## src/pcr_consts.svh

```systemverilog
/*
  offsets, field positions, reset values of the processor control registers.
  assumes inclusion by bare name from the design module and the testbench.
*/
`ifndef PCR_CONSTS_SVH
`define PCR_CONSTS_SVH
`define PCR_OFF_AUX_CONFIG      8'hf2
`define PCR_OFF_RELEASE_LEVEL   8'hf4
`define PCR_OFF_RESET_CONFIG    8'hf6
`define PCR_OFF_RELOCATION      8'hfe
`define PCR_RELOC_RESET         16'h20ff
`define PCR_AUX_RESET           16'h0000
`define PCR_AUX_MASK            16'h007f
`define PCR_RELOC_MASK          16'h5fff
`define PCR_BIT_SLAVE           14
`define PCR_BIT_MEM_SPACE       12
`define PCR_BIT_P1_RX_EN        6
`define PCR_BIT_P1_SEND         5
`define PCR_BIT_P0_RX_EN        4
`define PCR_BIT_P0_SEND         3
`define PCR_BIT_LOW_WIDTH       2
`define PCR_BIT_MID_WIDTH       1
`define PCR_BIT_IO_WIDTH        0
`define PCR_RELEASE_CODE        8'h5a
`define PCR_BASE_SHIFT          8
`endif

```

## src/pcr_pkg.sv

```systemverilog
/*
  types shared by the processor control register bank.
  assumes pcr_consts.svh is on the include path.
*/
package pcr_pkg;
  typedef logic [15:0] pcr_word_t;
  typedef logic [19:0] pcr_addr_t;
endpackage : pcr_pkg

```

## src/pcr_regs.sv

```systemverilog
/*
  processor control register bank of the relocatable peripheral register block:
  the block relocation register, the reset configuration capture, the release
  level word and the auxiliary configuration register.
  assumes a single-cycle internal bus from the core: i_rd/i_wr strobes with a
  20-bit address and a memory/io space flag; read data is registered.
  assumes the strobes last one cycle each, with no wait states; a read and a
  write in the same cycle both take effect.
  assumes no byte lanes: every access moves a whole 16-bit word.
  assumes misses produce no answer and leave every register alone.
  assumes i_muxed_addr_data carries the pin levels, already synchronous, and
  that the board supplies them while i_nrst is low.
  assumes software keeps the top four base bits zero when mapping into io space.
  the release code is a parameter whose default is an arbitrary value.
  the bus pins are only ever sampled here; the output enable stays high.
*/
// What this block does
// - relocation supplies upper twelve base bits
// - base low eight bits are zero
// - serve accesses within 256-byte block
// - bit 12 selects memory or io
// - io mapping ignores top four bits
// - bit 14 selects interrupt slave mode
// - relocation resets to 20ff
// - capture bus levels while reset low
// - bus undriven during reset
// - bus line n maps to bit n
// - captured value read-only until reset
// - release level fixed code, low reserved
// - aux resets zero, bits 15-7 reserved
// - bits 6/4 choose receiver-enable function
// - bits 5/3 choose send-request alternate
// - bit 2 low space width
// - bit 1 midrange memory width
// - bit 0 io space width
`timescale 1ns/1ns
`include "pcr_consts.svh"
module pcr_regs
  import pcr_pkg::*;
#(
  parameter logic [7:0] RELEASE_CODE = `PCR_RELEASE_CODE  // arbitrary value
) (
  input  wire logic        i_ref_clk,
  input  wire logic        i_nrst,
  input  wire logic        i_rd,
  input  wire logic        i_wr,
  input  wire logic        i_mem_space,
  input  wire logic [19:0] i_addr,
  input  wire logic [15:0] i_wdata,
  input  wire logic [15:0] i_muxed_addr_data,
  output logic      [15:0] o_rdata,
  output logic             o_block_hit,
  output logic             o_muxed_addr_data_oe_n,
  output logic             o_irq_slave_mode,
  output logic             o_block_in_mem,
  output logic [19:0]      o_block_base,
  output logic             o_port1_rx_enable_request,
  output logic             o_port1_send_request,
  output logic             o_port0_rx_enable_request,
  output logic             o_port0_send_request,
  output logic             o_low_space_width,
  output logic             o_middle_space_width,
  output logic             o_io_space_width
);

  // reserved relocation bits 15 and 13 and aux bits 15..7 never take write data; a write clears them
  localparam pcr_word_t RELOC_KEEP  = `PCR_RELOC_MASK;
  localparam pcr_word_t AUX_KEEP    = `PCR_AUX_MASK;
  localparam pcr_word_t RELOC_RESET = `PCR_RELOC_RESET;
  localparam pcr_word_t AUX_RESET   = `PCR_AUX_RESET;
  localparam int        AUX_BITS    = 7;

  // registers and their next values
  pcr_word_t           block_relocation_reg;
  pcr_word_t           block_relocation_next;
  pcr_word_t           aux_config_reg;
  pcr_word_t           aux_config_next;
  pcr_word_t           reset_config_latch_reg;
  pcr_word_t           reset_config_latch_next;
  pcr_word_t           rdata_reg;
  pcr_word_t           rdata_next;

  // decode and strobe signals
  pcr_word_t           release_word;
  pcr_addr_t           base;
  logic [11:0]         reloc_field;
  logic [11:0]         addr_page_mem;
  logic [11:0]         base_page_mem;
  logic [7:0]          addr_page_io;
  logic [7:0]          base_page_io;
  logic [7:0]          offset;
  logic                in_mem;
  logic                slave_mode;
  logic                space_ok;
  logic                mem_page_ok;
  logic                io_page_ok;
  logic                page_ok;
  logic                hit;
  logic                sel_reloc;
  logic                sel_aux;
  logic                sel_release;
  logic                sel_reset_cfg;
  logic [1:0]          strobe_pair;
  logic                wr_reloc;
  logic                wr_aux;
  logic                rd_hit;
  logic [AUX_BITS-1:0] aux_bits;

  // relocation fields
  assign reloc_field = block_relocation_reg[11:0];
  assign in_mem      = block_relocation_reg[`PCR_BIT_MEM_SPACE];
  assign slave_mode  = block_relocation_reg[`PCR_BIT_SLAVE];
  assign base        = {reloc_field, 8'h00};

  // address slices used by the block match
  assign offset        = i_addr[7:0];
  assign addr_page_mem = i_addr[19:8];
  assign addr_page_io  = i_addr[15:8];
  assign base_page_mem = base[19:8];
  assign base_page_io  = base[15:8];

  // the access must be in the space the block lives in
  always_comb begin
    space_ok = 1'b0;
    if (in_mem) begin
      space_ok = i_mem_space;
    end else begin
      space_ok = !i_mem_space;
    end
  end

  // both page matches; io addresses are 16 bits wide, so the top base bits take no part
  assign mem_page_ok = (addr_page_mem == base_page_mem);
  assign io_page_ok  = (addr_page_io == base_page_io);

  always_comb begin
    page_ok = 1'b0;
    if (in_mem) begin
      page_ok = mem_page_ok;
    end else begin
      page_ok = io_page_ok;
    end
  end

  // a hit needs both the space and the page
  assign hit = space_ok && page_ok;

  // offset decode inside the 256-byte block
  always_comb begin
    sel_reloc     = 1'b0;
    sel_aux       = 1'b0;
    sel_release   = 1'b0;
    sel_reset_cfg = 1'b0;
    if (hit) begin
      case (offset)
        `PCR_OFF_RELOCATION: begin
          sel_reloc = 1'b1;
        end
        `PCR_OFF_AUX_CONFIG: begin
          sel_aux = 1'b1;
        end
        `PCR_OFF_RELEASE_LEVEL: begin
          sel_release = 1'b1;
        end
        `PCR_OFF_RESET_CONFIG: begin
          sel_reset_cfg = 1'b1;
        end
        default: begin
          sel_reloc = 1'b0;
        end
      endcase
    end
  end

  // a read and a write in the same cycle both act
  assign strobe_pair = {i_wr, i_rd};

  always_comb begin
    rd_hit   = 1'b0;
    wr_reloc = 1'b0;
    wr_aux   = 1'b0;
    case (strobe_pair)
      2'b00: begin
        rd_hit = 1'b0;
      end
      2'b01: begin
        rd_hit = hit;
      end
      2'b10: begin
        wr_reloc = sel_reloc;
        wr_aux   = sel_aux;
      end
      2'b11: begin
        rd_hit   = hit;
        wr_reloc = sel_reloc;
        wr_aux   = sel_aux;
      end
      default: begin
        rd_hit = 1'b0;
      end
    endcase
  end

  // relocation next value: live bits take the write, reserved bits clear
  for (genvar g = 0; g < 16; g++) begin : g_reloc_bit
    logic next_bit;
    always_comb begin
      next_bit = block_relocation_reg[g];
      if (wr_reloc) begin
        if (RELOC_KEEP[g]) begin
          next_bit = i_wdata[g];
        end else begin
          next_bit = 1'b0;
        end
      end
    end
    assign block_relocation_next[g] = next_bit;
  end

  // reset puts the block back in io space at its default page
  always_ff @(posedge i_ref_clk) begin
    if (!i_nrst) begin
      block_relocation_reg <= RELOC_RESET;
    end else begin
      block_relocation_reg <= block_relocation_next;
    end
  end

  // aux next value: only bits 6..0 are kept
  for (genvar g = 0; g < 16; g++) begin : g_aux_bit_next
    logic next_bit;
    always_comb begin
      next_bit = aux_config_reg[g];
      if (wr_aux) begin
        if (AUX_KEEP[g]) begin
          next_bit = i_wdata[g];
        end else begin
          next_bit = 1'b0;
        end
      end
    end
    assign aux_config_next[g] = next_bit;
  end

  // every pin function and bus width falls back to its plain setting on reset
  always_ff @(posedge i_ref_clk) begin
    if (!i_nrst) begin
      aux_config_reg <= AUX_RESET;
    end else begin
      aux_config_reg <= aux_config_next;
    end
  end

  // capture follows the bus pins on every edge while reset is low; writes never reach it
  for (genvar g = 0; g < 16; g++) begin : g_capture_bit
    logic next_bit;
    always_comb begin
      if (!i_nrst) begin
        next_bit = i_muxed_addr_data[g];
      end else begin
        next_bit = reset_config_latch_reg[g];
      end
    end
    assign reset_config_latch_next[g] = next_bit;
  end

  // no reset branch: reset is exactly what feeds the capture
  always_ff @(posedge i_ref_clk) begin
    reset_config_latch_reg <= reset_config_latch_next;
  end

  // fixed code in the high byte, reserved low byte
  assign release_word = {RELEASE_CODE, 8'h00};

  // read data stands one cycle after a hitting read and is zero otherwise
  always_comb begin
    rdata_next = 16'h0000;
    if (rd_hit) begin
      if (sel_reloc) begin
        rdata_next = block_relocation_reg;
      end else if (sel_aux) begin
        rdata_next = aux_config_reg;
      end else if (sel_reset_cfg) begin
        rdata_next = reset_config_latch_reg;
      end else if (sel_release) begin
        rdata_next = release_word;
      end else begin
        rdata_next = 16'h0000;
      end
    end
  end

  // read data is cleared while reset is low
  always_ff @(posedge i_ref_clk) begin
    if (!i_nrst) begin
      rdata_reg <= 16'h0000;
    end else begin
      rdata_reg <= rdata_next;
    end
  end

  // one output pin per live aux bit
  for (genvar g = 0; g < AUX_BITS; g++) begin : g_aux_bit
    assign aux_bits[g] = aux_config_reg[g];
  end

  // relocation controls seen by the rest of the device
  always_comb begin
    o_block_base     = base;
    o_block_in_mem   = in_mem;
    o_irq_slave_mode = slave_mode;
    o_block_hit      = hit;
  end

  // flow-control pin functions of both serial ports
  always_comb begin
    o_port1_rx_enable_request = aux_bits[`PCR_BIT_P1_RX_EN];
    o_port0_rx_enable_request = aux_bits[`PCR_BIT_P0_RX_EN];
    o_port1_send_request      = aux_bits[`PCR_BIT_P1_SEND];
    o_port0_send_request      = aux_bits[`PCR_BIT_P0_SEND];
  end

  // 8-bit (one) or 16-bit (zero) bus width per address space
  always_comb begin
    o_low_space_width    = aux_bits[`PCR_BIT_LOW_WIDTH];
    o_middle_space_width = aux_bits[`PCR_BIT_MID_WIDTH];
    o_io_space_width     = aux_bits[`PCR_BIT_IO_WIDTH];
  end

  // read path and the bus pins, which this block never drives
  always_comb begin
    o_rdata                = rdata_reg;
    o_muxed_addr_data_oe_n = 1'b1;
  end

endmodule : pcr_regs

```

## config.mk

```make
export PLATFORM = sky130hd
export DESIGN_NAME = pcr_regs
export DESIGN_NICKNAME = d
export VERILOG_FILES = /design/src/pcr_pkg.sv /design/src/pcr_regs.sv
export VERILOG_INCLUDE_DIRS = /design/src
export SDC_FILE = /design/constraint.sdc
export NUM_CORES = 1
export LEC_CHECK = 0
export ABC_AREA = 1
export BUFFER_PORTS_ARGS = -buffer_cell sky130_fd_sc_hd__buf_2
export CAP_MARGIN = 40
export CORE_MARGIN = 2
export CORE_UTILIZATION = 38
export DETAILED_ROUTE_END_ITERATION = 10
export PLACE_DENSITY_LB_ADDON = 0.12
export SLEW_MARGIN = 25
export SYNTH_ARGS = -nofsm -noshare
export SYNTH_HDL_FRONTEND = slang
export SYNTH_SLANG_ARGS = --single-unit
```

## constraint.sdc

```tcl
create_clock -name i_ref_clk -period 2.6 [get_ports i_ref_clk]
set_input_delay 0.39 -clock i_ref_clk [delete_from_list [all_inputs] [get_ports i_ref_clk]]
set_output_delay 0.39 -clock i_ref_clk [all_outputs]
set_load 0.005 [all_outputs]
```

* Word level (Yosys, flattened, before mapping) *
Cells that the tools add are included.

word-level totals
  register bits after elaboration = 54
  memory bits (read-only) = 0
  logic and storage cells = 38
  input port bits = 57
  memories kept = 0
  bits in latches = 0
  bits in writable memories = 0

operators by class
  divide/modulo/power cells = 0
  reductions and logical operators = 6
  $mul = 0
  muxes and demuxes = 17
  order comparisons = 0
  eq/ne operators = 9
  shift operators = 0
  bitwise operators = 1
  add/subtract/negate cells = 0

operator list
  cell                  number
  $mux W15              3
  $eq A8 B8 Y1 const B  4
  $mux W16              1
  $mux W1               13
  $eq A12 B12 Y1        1
  $eq A8 B8 Y1          1
  $eq A2 B2 Y1 const B  2
  $reduce_or A2 Y1      2
  $reduce_or A3 Y1      1
  $eq A2 B1 Y1 const B  1
  $reduce_and A2 Y1     1
  $logic_and A1 B1 Y1   1
  $logic_not A1 Y1      1
  $not A1 Y1            1

* Depth between registers and ports, before layout *
  word-level depth = 8
  depth in mapped cells = 12
  mapped depth without buffers = 12

* Worst setup path after synthesis *
Ideal clock, no wire load.

  kind = input to register
  start point = in i_addr[6]
  end point = reg block_relocation_reg[0]
  stages = 6
  arrival time = 1,409 ps
  setup slack = 1,061 ps
  library setup time = 130 ps
  path through = nand4_1 -> nor4_4 -> nand4_1 -> clkbuf_1 -> nand2_1 -> nand3_1

on the way
  longest elaborated chain between the ends = 4

RTL lines
  what                    RTL line         text
  start: declaration      pcr_regs.sv:48   input wire logic [19:0] i_addr,
  $eq A8 B8 Y1            pcr_regs.sv:155  case (offset)
  $mux W1                 pcr_regs.sv:155
  $mux W1                 pcr_regs.sv:154  if (hit) begin
  $mux W1                 pcr_regs.sv:182  case (strobe_pair)
  end signal: assignment  pcr_regs.sv:225  block_relocation_reg <= block_relocation_next;
  end: declaration        pcr_regs.sv:74   pcr_word_t block_relocation_reg;

No other way between the ends.
A chain may end at the register's enable or synchronous reset.

* Worst setup path after layout *
  start point = reg block_relocation_reg[9]
  end point = out o_block_hit

on the way
  longest elaborated chain between the ends = 3

RTL lines
  what                 RTL line         text
  $eq A12 B12 Y1       pcr_regs.sv:133  assign mem_page_ok = (addr_page_mem == base_page_mem);
  $mux W1              pcr_regs.sv:138  if (in_mem) begin
  $logic_and A1 B1 Y1  pcr_regs.sv:146  assign hit = space_ok && page_ok;
  end: declaration     pcr_regs.sv:52   output logic o_block_hit,

No other way between the ends.

==> metrics.md <==
| Metric | Value |
|---|---|
| Outcome | complete, but fails checks |
| Failing checks | DRC |
| Post-synthesis sequential area ratio | 0.4870 |
| Worst-path fanout max | 10 |
| Initial antenna violation count | 0 |
| RSZ-0062 raised after global routing | no |
| Layout cell share with drive strength beyond 1 | 0.2646 |
| Die Footprint | 7378 µm² |
| Fmax | 0.4733 GHz |
| CP top delay family | simple AND/OR/NAND/NOR gates |
| Number of global-route vias before repair | 1975 |
| Setup violations, final | 0 |
| Max-slew headroom | 0.6064 |
| Pre-antenna DRT Iters | 7 |
| Area leader, netlist | dfxtp_1 |
| Top cell type's share of synthesized area | 0.2985 |
| CP Capture Type | output port |
| Slew Viols, Final | 0 |
| Hold buffer count at cts | 0 |
| Leak pwr | 1.663 nW |
| Gp weighted congestion | 0.7917 |
| CP Buf/Inv Count | 3 |
| Num CTS Buffers | 5 |
| Hold Violations, Final | 0 |
| Gr usage total | 0.1546 |
| Max VDD drop | 0.2307 mV |
| H-tree depth | 2 |
| Clock Path Buffers | 2 |
| CP arrival | 1720 ps |
| Placed Area | 2964 µm² |
| Post-Route WL | 5469 µm |
| Die H | 85.90 µm |
| Least-Margin Pin Slew | 589.8 ps |
| Setup repair bufs after CTS | 0 |
| Pin count of the biggest net entering global routing | 25 |
| N_diodes | 0 |
| Worst path cell trace | inv_1 > nand2_1 > nand2_1 > nor2_1 > nand3_1 > nand2_1 > nand2_1 > inv_1 > buf_2 |
| Post-route ant nets | 0 |
| YS warnings | 0 |
| Vias/cell | 4.353 |
| Post-Synthesis Cell Area | 2549 µm² |
| Synth unique cells | 22 |
| Hold/Removal Path Class | primary input to flop |
| Clk root buf | clkbuf_8 |
| Critical Path RT | 2210 ps |
| Critical path's largest stage delay | 420 ps |
| Core ar. | 6422 µm² |
| Rows | 29 |
| Largest cells by area after synthesis | dfxtp_1 (30%), edfxtp_1 (19%), nand2_1 (15%), nor2_1 (8.4%), buf_4 (6.2%) |
| Routed length per instance | 10.85 µm |
| First-pass GRT wire length | 9066 µm |
| DRT iter0 DRCs | 93 |
| Clock-pin slew on the worst setup and hold paths | 100 ps |
| Routed via count | 2194 |
| CTS tree | built |
| Crit-path slowest cell | dfxtp_1 |
| PwrDens | 476.7 nW/µm² |
| Syn Inst Count | 344 |
| Worst skew pair latency | 310 ps |
| Syn_area_per_cell | 7.409 µm² |
| Minimum clock period | 2113 ps |
| Number of port buffers | 92 |
| Worst path most repeated cell | nand2_1 |
| Total congestion overflow | 0 |
| Drt drc | 7 |
| Die width | 85.90 µm |
| Design Area, Final | 3058 µm² |
| Post-CTS resize count | 0 |
| TritonCTS Sinks | 54 |
| Tcrit/Tclk final | 0.8126 |
| Post-Route Skew | 7.360 ps |
| Top-Level Pins | 104 |
| Setup Crit Path Kind | flop to output port |
| Number of max-cap violations | 0 |
| Post-DP HPWL | 4346 µm |
| Nets | 483 |
| P&R area growth vs syn | 19.98% |
| Initial core utilization | 0.3968 |
| Crit path launch type | flop |
| Seq cells post-synth | 54 |
| Setup TNS | 0 ps |
[placed cells by master (no fill, tap or decap), drive strengths merged]
cell type | Yosys | final
inv | 44 | 45
clkinv | 0 | 1
a21oi | 9 | 9
nand4 | 13 | 13
nor4 | 1 | 1
clkinvlp | 0 | 1
buf | 24 | 96
nand2 | 104 | 104
edfxtp | 16 | 16
nand3 | 15 | 15
conb | 2 | 9
clkbuf | 4 | 5
or2 | 1 | 1
nor2 | 60 | 60
nor3 | 2 | 2
o21ai | 11 | 11
dfxtp | 38 | 38
[path summary, 6_finish.rpt]
path | cells after the start | end | startpoint | slack [ps]
hold / removal | 1 | reset_config_latch_reg[11]$_DFFE_PN_ | i_muxed_addr_data[11] | 250
setup reg to reg | 12 | o_rdata[3]$_SDFF_PN0_ | block_relocation_reg[9]$_SDFFE_PN0P_ | 640
setup / recovery | 9 | o_block_hit | block_relocation_reg[9]$_SDFFE_PN0P_ | 490
hold reg to reg | 2 | block_relocation_reg[13]$_SDFFE_PN1P_ | block_relocation_reg[13]$_SDFFE_PN1P_ | 460
[report_power, final]
part	total (mW)	internal [mW]	switching (mW)
combinational	0.0887	0.0395	0.0493
clock	0.477	0.195	0.282
sequential	0.892	0.888	0.00445
total	1.46	1.12	0.336
[metrics by stage]
stage	util	worst slack, ps	power [mW]	hold WS, ps	instances
4_1_cts	0.4761	456.6	1.481	234.9	504
3_3_place_gp	0.4615	607.5	0.9999	441.7	496
5_1_grt	0.4761	230.8	1.527	230.6	504
3_5_place_dp	0.4615	574.4	1.001	445.5	496
2_1_floorplan	-	1061	0.9571	419.1	351
6_report	0.4761	487.3	1.458	248.3	504
[layer usage]
metal	vias to the layer above	routed length, µm	GRT usage
met5	-	0	0
met1	913	2626	0.2215
met3	8	386	0.03465
met4	0	82	0.05339
met2	73	2373	0.2297
li1	1200	-	-
[layout make-up]
class	count	area, µm²
flip-flops and latches	54	1241
fillers	665	3364
multi-input cells	225	970.9
clock inverters	3	25.02
inverters	44	165.2
clock buffers	5	68.82
repair buffers	96	490.5
well taps	77	96.34
[synthesized netlist by cell type]
library cell  instances
inv_1                42
nor3_1                2
nor2_2                2
nand2_1             103
nand2_2               1
buf_2                 3
nand3_4               1
nor4_4                1
nand3_1              14
nor2_4                1
nand4_1              13
dfxtp_1              38
edfxtp_1             16
clkbuf_1              3
buf_4                21
conb_1                2
a21oi_1               9
or2_2                 1
inv_2                 2
o21ai_0              11
nor2_1               57
clkbuf_8              1
[cell families (layout without fill, tap and decap cells)]
kind of cell,Yosys count,count (layout),synth area share
DFF,54,54,0.4870
buffers and inverters,72,148,0.1424
and+or+nand+nor,196,196,0.3284
AOI/OAI and AO/OA,20,20,0.03927
other,2,9,0.002947
No activity file was read; power rests on OpenSTA's default activity.
